<file path="config.mk">
export PLATFORM = sky130hd
export DESIGN_NAME = gsr_sequencer
export DESIGN_NICKNAME = d
export VERILOG_FILES = /design/src/inc/gsr_pkg.sv /design/src/hw/gsr_spi_shift.sv /design/src/hw/gsr_sequencer.sv
export VERILOG_INCLUDE_DIRS = /design/src /design/src/inc
export SDC_FILE = /design/constraint.sdc
export NUM_CORES = 1
export LEC_CHECK = 0
export BUFFER_PORTS_ARGS = -buffer_cell sky130_fd_sc_hd__buf_2
export CAP_MARGIN = 20
export CELL_PAD_IN_SITES_DETAIL_PLACEMENT = 0
export CELL_PAD_IN_SITES_GLOBAL_PLACEMENT = 1
export CORE_MARGIN = 10
export CORE_UTILIZATION = 43
export DETAILED_ROUTE_END_ITERATION = 10
export GPL_ROUTABILITY_DRIVEN = 0
export PLACE_DENSITY_LB_ADDON = 0.1
export SLEW_MARGIN = 20
export SYNTH_ARGS = -nofsm -noshare
export SYNTH_HDL_FRONTEND = slang
export SYNTH_HIERARCHICAL = 1
export SYNTH_SLANG_ARGS = --single-unit
</file>
<file path="constraint.sdc">
create_clock -name core_clk -period 2.5 [get_ports core_clk]
set_input_delay 0.125 -clock core_clk [delete_from_list [all_inputs] [get_ports core_clk]]
set_output_delay 0.125 -clock core_clk [all_outputs]
set_load 0.02 [all_outputs]
</file>
<file path="src/inc/gsr_defs.svh">
// constants of the gyro start-up and reset sequencer
`ifndef GSR_DEFS_SVH
`define GSR_DEFS_SVH
`define GSR_ADDR_RATE      7'h00
`define GSR_ADDR_ID        7'h07
`define GSR_ADDR_STATUS    7'h08
`define GSR_RESET_CODE     15'h0004
`define GSR_WORD_BITS      5'h10
`define GSR_LAST_BIT       5'h0f
`define GSR_BIT_RW         2
`define GSR_BIT_ZERO       1
`define GSR_BIT_PAR        0
`define GSR_ADR_LSB        3
`define GSR_ADR_MSB        9
`define GSR_TOP_LSB        10
`define GSR_STARTUP_FLAGS  15'h0001
`define GSR_RST_HOLD       4'h3
`endif

</file>
<file path="src/inc/gsr_pkg.sv">
// types of the gyro start-up and reset sequencer
package gsr_pkg;
  typedef enum logic [1:0] {GSR_ADDR, GSR_DATA, GSR_DUMMY} gsr_phase_t;
  typedef struct packed {
    logic [6:0]  addr;
    logic        wr;
    logic        par_ok;
  } gsr_cmd_t;
endpackage : gsr_pkg

</file>
<file path="src/hw/gsr_spi_shift.sv">
// spi word shifter: collects 16 mosi bits and shifts out a 16-bit answer
`timescale 1ns/1ps
`include "gsr_defs.svh"
module gsr_spi_shift #(
  parameter int WIDTH = 16
) (
  input  wire logic             core_clk,
  input  wire logic             rst,
  input  wire logic             cs_active,
  input  wire logic             sck_rise,
  input  wire logic             sck_fall,
  input  wire logic             mosi,
  input  wire logic [WIDTH-1:0] tx_word,
  output logic                  miso,
  output logic [WIDTH-1:0]      rx_word,
  output logic                  rx_done
);
  logic [WIDTH-1:0] rx_sh_q;
  logic [WIDTH-1:0] tx_sh_q;
  logic [4:0]       cnt_q;
  logic             first_q;

  // refused at elaboration: the bit counter and frame format assume 16-bit words
  if (WIDTH != 16) begin : g_width_check
    $error("gsr_spi_shift supports 16-bit words only");
  end

  // ------------------------------------------------------------
  // receive on rising sck, word complete after 16 bits
  // ------------------------------------------------------------
  always_ff @(posedge core_clk) begin
    if (rst || !cs_active) begin
      rx_sh_q <= '0;
      cnt_q   <= '0;
      rx_done <= 1'b0;
      rx_word <= '0;
    end else begin
      rx_done <= 1'b0;
      if (sck_rise) begin
        rx_sh_q <= {rx_sh_q[WIDTH-2:0], mosi};
        if (cnt_q == `GSR_LAST_BIT) begin
          cnt_q   <= '0;
          rx_done <= 1'b1;
          rx_word <= {rx_sh_q[WIDTH-2:0], mosi};
        end else begin
          cnt_q <= cnt_q + 5'h01;
        end
      end
    end
  end

  // ------------------------------------------------------------
  // transmit: msb presented at select, next bit on falling sck
  // ------------------------------------------------------------
  always_ff @(posedge core_clk) begin
    if (rst || !cs_active) begin
      tx_sh_q <= '0;
      miso    <= 1'b0;
      first_q <= 1'b1;
    end else if (first_q || (sck_fall && cnt_q == '0)) begin
      tx_sh_q <= {tx_word[WIDTH-2:0], 1'b0};
      miso    <= tx_word[WIDTH-1];
      first_q <= 1'b0;
    end else if (sck_fall) begin
      tx_sh_q <= {tx_sh_q[WIDTH-2:0], 1'b0};
      miso    <= tx_sh_q[WIDTH-1];
    end
  end
endmodule : gsr_spi_shift

</file>
<file path="src/hw/gsr_sequencer.sv">
// gyro start-up and reset sequencer behind a 4-wire spi slave port
`timescale 1ns/1ps
`include "gsr_defs.svh"

// Functional notes
// - rate data is readable right after reset with no start-up command needed.
// - the device clears its start-up error flags after the second status read following power-up.
// - a write of 0x04 to the identification register at 07h resets the device.
// - the device is held in reset while the external reset input is low and leaves it when high.
// - the first word after select falls is an address word with address, write bit and odd parity.
module gsr_sequencer (
  input  wire logic        core_clk,
  input  wire logic        rst,
  input  wire logic        external_reset_low_input,
  input  wire logic        sensor_chip_select_low,
  input  wire logic        spi_sck,
  input  wire logic        spi_mosi,
  input  wire logic [14:0] rate_value,
  output logic             spi_miso,
  output logic             spi_miso_oe,
  output logic             core_reset_q
);
  logic                 sck_q;
  logic                 cs_active;
  logic                 rx_done;
  logic [15:0]          rx_word;
  logic [15:0]          tx_word_q;
  logic                 miso_raw;
  logic                 soft_rst_q;
  logic [3:0]           hold_q;
  logic [14:0]          flags_q;
  logic [14:0]          id_q;
  logic [1:0]           status_reads_q;
  gsr_pkg::gsr_phase_t  phase_q;
  gsr_pkg::gsr_cmd_t    cmd_q;
  logic                 dev_rst;
  logic                 sck_rise;
  logic                 sck_fall;
  logic                 addr_par_ok;
  logic                 data_par_ok;
  logic                 status_ok;
  logic [14:0]          answer_val;

  assign cs_active   = !sensor_chip_select_low;
  assign status_ok   = (flags_q == '0); // s_ok bit: no start-up flag left
  assign sck_rise    = spi_sck && !sck_q;
  assign sck_fall    = !spi_sck && sck_q;
  assign dev_rst     = rst || !external_reset_low_input || soft_rst_q;
  assign addr_par_ok = ^rx_word; // odd number of ones over all 16 bits
  assign data_par_ok = ^rx_word;

  // ------------------------------------------------------------
  // spi edge detection and word shifter
  // ------------------------------------------------------------
  always_ff @(posedge core_clk) begin
    if (rst) begin
      sck_q <= 1'b0;
    end else begin
      sck_q <= spi_sck;
    end
  end

  gsr_spi_shift #(.WIDTH(16)) u_shift (
    .core_clk  (core_clk),
    .rst       (dev_rst),
    .cs_active (cs_active),
    .sck_rise  (sck_rise),
    .sck_fall  (sck_fall),
    .mosi      (spi_mosi),
    .tx_word   (tx_word_q),
    .miso      (miso_raw),
    .rx_word   (rx_word),
    .rx_done   (rx_done)
  );

  // ------------------------------------------------------------
  // pin drivers: miso driven only while selected
  // ------------------------------------------------------------
  always_ff @(posedge core_clk) begin
    if (rst) begin
      spi_miso    <= 1'b0;
      spi_miso_oe <= 1'b0;
    end else begin
      spi_miso    <= miso_raw;
      spi_miso_oe <= cs_active;
    end
  end

  // ------------------------------------------------------------
  // reset stretch: a soft reset lasts a few cycles so the whole core sees it
  // ------------------------------------------------------------
  always_ff @(posedge core_clk) begin
    if (rst || !external_reset_low_input) begin
      soft_rst_q   <= 1'b0;
      hold_q       <= '0;
      core_reset_q <= 1'b1;
    end else if (soft_rst_q) begin
      core_reset_q <= 1'b1;
      if (hold_q == `GSR_RST_HOLD) begin
        soft_rst_q <= 1'b0;
        hold_q     <= '0;
      end else begin
        hold_q <= hold_q + 4'h1;
      end
    end else begin
      core_reset_q <= 1'b0;
      // reset code accepted only on a clean-parity write to the id register
      if (rx_done && phase_q == gsr_pkg::GSR_DATA && cmd_q.wr && cmd_q.par_ok && data_par_ok
          && cmd_q.addr == `GSR_ADDR_ID && rx_word[15:1] == `GSR_RESET_CODE) begin
        soft_rst_q <= 1'b1;
      end
    end
  end

  // ------------------------------------------------------------
  // frame decode: address word first after select, data word after a write
  // ------------------------------------------------------------
  always_ff @(posedge core_clk) begin
    if (dev_rst || sensor_chip_select_low) begin
      phase_q <= gsr_pkg::GSR_ADDR;
      cmd_q   <= '0;
    end else if (rx_done) begin
      if (phase_q == gsr_pkg::GSR_ADDR || phase_q == gsr_pkg::GSR_DUMMY) begin
        cmd_q.addr   <= rx_word[`GSR_ADR_MSB:`GSR_ADR_LSB];
        cmd_q.wr     <= rx_word[`GSR_BIT_RW];
        cmd_q.par_ok <= addr_par_ok && rx_word[15:`GSR_TOP_LSB] == 6'h00 && !rx_word[`GSR_BIT_ZERO];
        phase_q      <= rx_word[`GSR_BIT_RW] ? gsr_pkg::GSR_DATA : gsr_pkg::GSR_ADDR;
      end else begin
        phase_q <= gsr_pkg::GSR_ADDR;
        cmd_q   <= '0;
      end
    end
  end

  // ------------------------------------------------------------
  // answer word: register value after an address word, status flags after a data word
  // ------------------------------------------------------------
  // value for the next word, decoded from the word just completed
  always_comb begin
    answer_val = '0;
    if (phase_q == gsr_pkg::GSR_DATA) begin
      answer_val = {14'h0000, status_ok}; // status flags follow every data word
    end else begin
      unique case (rx_word[`GSR_ADR_MSB:`GSR_ADR_LSB])
        `GSR_ADDR_RATE:   answer_val = rate_value; // rate readable at once
        `GSR_ADDR_ID:     answer_val = id_q;
        `GSR_ADDR_STATUS: answer_val = flags_q;
        default:          answer_val = '0; // unmapped addresses answer zero
      endcase
    end
  end

  // latched on the word boundary so the shifter reloads a stable value
  always_ff @(posedge core_clk) begin
    if (dev_rst || sensor_chip_select_low) begin
      tx_word_q <= {14'h0000, status_ok, !status_ok}; // frame opens with the status flags
    end else if (rx_done) begin
      tx_word_q <= {answer_val, ~^answer_val};
    end
  end

  // ------------------------------------------------------------
  // start-up flags: set at reset, cleared by the second status read
  // ------------------------------------------------------------
  always_ff @(posedge core_clk) begin
    if (dev_rst) begin
      flags_q        <= `GSR_STARTUP_FLAGS;
      status_reads_q <= '0;
    end else if (rx_done && phase_q != gsr_pkg::GSR_DATA && !rx_word[`GSR_BIT_RW]
                 && rx_word[`GSR_ADR_MSB:`GSR_ADR_LSB] == `GSR_ADDR_STATUS && status_reads_q != 2'h2) begin
      status_reads_q <= status_reads_q + 2'h1;
      if (status_reads_q == 2'h1) begin
        flags_q <= '0;
      end
    end
  end

  // ------------------------------------------------------------
  // identification register holds last accepted non-reset write
  // ------------------------------------------------------------
  always_ff @(posedge core_clk) begin
    if (dev_rst) begin
      id_q <= '0;
    end else if (rx_done && phase_q == gsr_pkg::GSR_DATA && cmd_q.wr && cmd_q.par_ok && data_par_ok
                 && cmd_q.addr == `GSR_ADDR_ID && rx_word[15:1] != `GSR_RESET_CODE) begin
      id_q <= rx_word[15:1];
    end
  end
endmodule : gsr_sequencer

</file>
==> impl_metrics.toml, run 1 <==
[status]
status = "finished, violations left"
violations = "negative setup slack"

[placement]
place_area_sq_um = 5270
dp_cells = 683
dpl.hpwl_mm = 8.27
io_buffers = 23

[drt]
drt_first_pass_iters = 4
ant_nets = 0
vias_per_cell = 5.47
vias = 3842
drt_iter0_drc = 370
wl_per_cell_um = 16.7
wl_mm = 11.8
drcViolationCount = 0

[synth]
syn_nets = 547
ys_seq_area_share_pct = 44.4
yosysWarnings = 6
syn_inst = 518
ys_types = 51
syn-cell-area_sq_um = 4830
async_flop_share_pct = 0
synth_edf_count = 2
synth_ff_type = "dfxtp_1"
ys_seq_elements = 106
syn_avg_cell_area_sq_um = 9.32

[grt]
grt_max_degree = 38
overflow = 0
grt_pass1_vias = 3717
grt_pass1_wl_mm = 19.3
grtUsageTotal_pct = 14.8
antenna_found_initial = 0

[clock_tree]
cts_inserted_buffers = 9
clockBufferDepth = 2
cts_root_buffer = "clkbuf_16"
cts_sinks = 106
worstSkewPairLatency_ns = 0.35
postCtsSetupRepairBufs = 0
cts_htree_levels = 3
tritoncts = "done"
path_clk_slew_ns = 0.06

[sta]
fin_crit_sh_pct = 107
finalMaxSlewViolations = 0
tightest_slew_ns = 1.07
fmax_mhz = 375
timing.final.ws_setup_ns = -0.165
setup_viol = 1
finalHoldViolCount = 0
hold_ws_ns = 0.0196
rsz0062_at_grt = "true"
layout_min_cycle_time_ns = 2.66
clock_skew_ns = 0.00674
max_slew_margin_pct = 28.4

[layout]
drive_gt1_share_pct = 20.2
fillers = 1041
fin_cells = 703
final_core_util_pct = 52.1
diodes = 0
stdcell_area_sq_um = 5700
nNetsFinal = 587
area_delta_synth_final_pct = 18.1

[worst_setup_path]
cp-start-kind = "register"
worstSetupPathType = "register to register"
crit_required_ns = 2.60
endpoint_kind = "register"
cp_max_fo = 8
worst_ep_arrival_time_ns = 2.77

[power_and_ir_drop]
fin_total_pwr_mw = 3.34
total_leakage_power_nw = 2.02
powerDensity_nw_per_um2 = 585
ir_worst_vdd_mv = 0.517

[floorplan]
core-area_sq_um = 10900
initial_core_util_pct = 44.1
io_pins = 24
fp.dieH_um = 126
rows = 38
die_area_sq_um = 15900
die_w_um = 126

[worst_hold_path]
hold_path_class = "input pin to register"

[job]
maxCapViolations = 0
## registers in the layout, summed over array words and instances, names as in the netlist, 2 cells and up
name,flops
cmd_q,9
hold_q,4
id_q,15
status_reads_q,2
tx_word_q,16
u_shift/cnt_q,5
u_shift/rx_sh_q,15
u_shift/rx_word,16
u_shift/tx_sh_q,15
## stage by stage
step / setup slack [ns] / TNS (ns)
CTS: -0.197 / -0.197
finish: -0.165 / -0.165
global route: -0.248 / -0.248
detailed placement: -0.201 / -0.201
floorplan: -0.136 / -0.136
global placement: -0.107 / -0.107
## cell type report
cell class	instances	area [sq um]	share of cell area [%]
Multi-Input combinational cell	360	2520	44.3
Sequential cell	106	2150	37.7
Timing Repair Buffer	68	507	8.89
Clock buffer	12	246	4.32
Tap cell	140	175	3.07
Clock inverter	4	51.3	0.900
Inverter	13	48.8	0.856
## repair_timing
| action | in CTS | in global routing |
|---|---|---|
| gates cloned | 0 | 1 |
| resized for setup | 0 | 16 |
| hold endpoints to repair | 3 | 0 |
| pin swaps | 1 | 11 |
| endpoints found under the setup margin | 1 | 16 |
| hold buffers | 3 | 0 |
## layer usage
| layer | vias up | wire length, um | GRT usage, % |
|---|---|---|---|
| li1 | 1938 | - | - |
| met1 | 1835 | 5910 | 20.2 |
| met2 | 62 | 5280 | 21.9 |
| met3 | 7 | 461 | 4.70 |
| met4 | 0 | 116 | 4.02 |
| met5 | - | 0 | 0 |
## report_power, final
part | switching [mW] | internal, mW
combinational | 0.105 | 0.0978
clock | 0.624 | 0.805
sequential | 0.00411 | 1.70
total | 0.733 | 2.60
## cells in the mapped netlist (all sizes together), types with 4 or more instances
| cell | count | area share (%) |
|---|---|---|
| clkbuf | 22 | 1.7 |
| xor2 | 11 | 2.0 |
| a31oi | 16 | 2.1 |
| nand4 | 5 | 0.65 |
| nor3 | 4 | 0.41 |
| nor2b | 11 | 1.4 |
| nand2 | 20 | 1.6 |
| ha | 8 | 2.1 |
| o21ai | 25 | 2.6 |
| inv | 13 | 1.0 |
| xnor2 | 14 | 2.5 |
| buf | 17 | 2.1 |
| a22oi | 25 | 3.9 |
| dfxtp | 104 | 43 |
| mux2i | 32 | 6.6 |
| nor2 | 42 | 3.3 |
| a21oi | 30 | 3.1 |
| nand4b | 5 | 0.91 |
| a22o | 22 | 4.0 |
| nand3 | 49 | 6.1 |
| nand2b | 8 | 1.0 |
## cells by family (layout without fill, tap and decap cells)
logic type	count (synthesis)	after routing	synth area share, %
compound gates	126	126	16.9
fa+ha+maj	8	8	2.07
buf+inv	52	97	4.82
flops	106	106	44.4
simple gates	167	167	19.7
xor+xnor	27	27	5.47
mux	32	32	6.64
## worst max-delay path, stage by stage, from the launching register on
cell	delay (ns)
dfxtp_1	0.31
or4_4	0.57
nor4_4	0.16
buf_6	0.17
a22o_1	0.17
xor2_1	0.15
xnor3_1	0.45
xnor2_2	0.15
xnor2_1	0.12
o22a_1	0.16
## path summary, 6_finish.rpt
check	slack, ns	start	end	cells past startpoint
worst max-delay path	-0.16	u_shift/rx_word[4]	tx_word_q[0]	9
worst min-delay path	0.02	spi_sck	sck_q	2
worst max register to register	-0.16	u_shift/rx_word[4]	tx_word_q[0]	9
worst min register to register	0.47	cmd_q[4]	cmd_q[4]	1
## cells in the final DEF, fill, tap and decap left out, types with 3 or more instances in the layout
cell	n
nand2b_1	7
clkbuf_16	10
o21ai_0	16
nor2_1	42
nand4b_1	5
nand3_1	39
a21oi_1	30
ha_1	6
a31oi_1	16
nor2b_1	10
a22o_1	21
nand2_1	20
dfxtp_2	4
nor3_1	4
a22oi_1	25
buf_4	38
mux2i_1	32
dlygate4sd3_1	3
xnor2_1	13
inv_1	10
nand3_2	10
nand4_1	5
inv_2	3
o21ai_1	9
xor2_1	9
nand3b_1	3
buf_2	23
dfxtp_1	100
Power figures use the tool's default switching activity.
==> run 2: changes to the inputs <==
==> constraint.sdc (replaced) <==
create_clock -name core_clk -period 2.4 [get_ports core_clk]
set_input_delay 0.12 -clock core_clk [delete_from_list [all_inputs] [get_ports core_clk]]
set_output_delay 0.12 -clock core_clk [all_outputs]
set_load 0.02 [all_outputs]
==> run 2 against run 1 <==
Effect of this change: the run still ends with negative setup slack left; clock skew about the same; hold slack improved by 0.0069 ns; combinational power about the same; fmax increased by 1.5%; sequential share of layout area decreased by 1.1 points; cell area increased by 3.2%; largest cell class unchanged; largest power group unchanged; highest routed layer unchanged.
==> impl_metrics.toml, run 2 (synthesis results as in run 1) <==
[layout]
nNetsFinal = 603
final_common_cell = "dfxtp_1"
fillers = 1047
area_delta_synth_final_pct = 21.8
reg_top3 = "tx_word_q (16), u_shift/rx_word (16)"
diodes = 0
final_cell_mix = "dfxtp_1, buf_4, nor2_1, nand3_1, mux2i_1"
drive_gt1_share_pct = 24.0
fin_cells = 718

[clock_tree]
cts_inserted_buffers = 9
path_clk_slew_ns = 0.07
cts_root_buffer = "clkbuf_16"
cts_sinks = 106
cts_htree_levels = 3
tritoncts = "done"
worstSkewPairLatency_ns = 0.35
clockBufferDepth = 2

[worst_setup_path]
crit_top_cell = "xnor2_1"
crit_family = "XOR/XNOR gates"
worst_ep_arrival_time_ns = 2.73
cp_max_fo = 7
timing.rr.start = "u_shift/rx_word[4]"
path_cells = "or4_4, nor4_4, buf_4, a22o_1, xor2_1, xnor3_1, xnor2_1, xnor2_1, o22a_1"
worstSetupPathType = "register to register"
reg2reg_slack_ns = -0.22
startpoint = "u_shift/rx_word[4]"
slowest_delay_ns = 0.56
crit_required_ns = 2.50
path_buf_inv = 1
cp-start-kind = "register"
r2r_cells = 9
cp_slowest_cell = "or4_4"
crit_cells = 9
endpoint_kind = "register"

[sta]
clock_skew_ns = 0.00672
setup_viol = 1
layout_min_cycle_time_ns = 2.62
timing.final.ws_setup_ns = -0.224
fin_crit_sh_pct = 109
finalMaxSlewViolations = 0
max_slew_margin_pct = 58.7
finalHoldViolCount = 0
rsz0062_at_grt = "true"
fmax_mhz = 381
tightest_slew_ns = 0.619

[grt]
use_met2_pct = 22.5
antenna_found_initial = 0
grt_pass1_vias = 3790
overflow = 0
grtUsageTotal_pct = 15.1
use_met3_pct = 4.24
grt_max_degree = 38
busiest_layer = "met2"
grt_pass1_wl_mm = 19.9
met1_usage_pct = 20.7

[worst_hold_path]
hold_path_class = "input pin to register"
hp-start = "spi_mosi"
whs_path_depth = 3

[placement]
io_buffers = 23
dp_cells = 690
dpl.hpwl_mm = 8.46

[drt]
drt_first_pass_iters = 5
vias_per_cell = 5.52
wl_per_cell_um = 17.0
drt_iter0_drc = 384
wl_mm = 12.2
vias = 3961
drcViolationCount = 0
ant_nets = 0

[floorplan]
rows = 38
initial_core_util_pct = 44.1
die_w_um = 126
core-area_sq_um = 10900
io_pins = 24
die_area_sq_um = 15900
fp.dieH_um = 126

[job]
maxCapViolations = 0

[power_and_ir_drop]
ir_worst_vdd_mv = 0.458
powerDensity_nw_per_um2 = 613
total_leakage_power_nw = 2.13
fin_total_pwr_mw = 3.60

[status]
violations = "negative setup slack"
status = "finished, violations left"
## run 2: cell count changes in the layout (fill, tap and decap cells not counted), moves of 2 or more
cell / delta
buf_4: +16
clkbuf_1: -2
xnor2_2: +4
inv_2: +2
xnor2_1: -4
inv_1: -2
## run 2: path summary, 6_finish.rpt
kind,endpoint
setup / recovery,tx_word_q[0]
hold reg to reg,cmd_q[0]
setup reg to reg,tx_word_q[0]
hold / removal,u_shift/rx_sh_q[0]
## run 2: report_power, final
| group | switching (mW) | internal [mW] | total, mW | leakage [nW] |
|---|---|---|---|---|
| combinational | 0.105 | 0.0984 | 0.203 | 1.10 |
| sequential | 0.00662 | 1.77 | 1.78 | 0.861 |
| clock | 0.656 | 0.968 | 1.62 | 0.162 |
| total | 0.767 | 2.84 | 3.60 | 2.13 |
## run 2: per-stage QoR
step	hold WS [ns]	area, sq um	util [%]	setup TNS (ns)	setup WS (ns)
after detailed placement	0.312	5320	48.6	-0.273	-0.250
after global placement	0.310	5320	48.6	-0.210	-0.210
after CTS	0.0188	5770	52.8	-0.300	-0.237
final	0.0265	5880	53.8	-0.224	-0.224
after global routing	0.0448	5880	53.8	-0.913	-0.401
after floorplan	0.192	4840	-	-0.236	-0.236
## run 2: metal layers
metal / routed length (um) / part of all wire, %
met3: 604 / 5.0
met2: 5450 / 45
met5: 0 / 0
met1: 6000 / 49
met4: 123 / 1.0
## run 2: repair_timing
action / in CTS / in global routing
resized for setup: 10 / 16
endpoints found under the setup margin: 6 / 17
pin swaps: 12 / 9
cloned: 1 / 0
hold buffers: 3 / 0
buffers inserted: 5 / 4
endpoints found under the hold margin: 3 / 0
## run 2: layout make-up
class                           instances  area (sq um)  area share [%]
Multi-Input combinational cell        360          2560            43.5
Timing Repair Buffer                   84           624            10.6
Clock buffer                           11           253            4.30
Inverter                               13          48.8           0.830
Tap cell                              140           175            2.98
Clock inverter                          4          73.8            1.26
Sequential cell                       106          2150            36.5
## run 2: worst min-delay path: stages
cell and delay, ns:
buf_2 0.09, mux2i_1 0.06, nor2_1 0.07
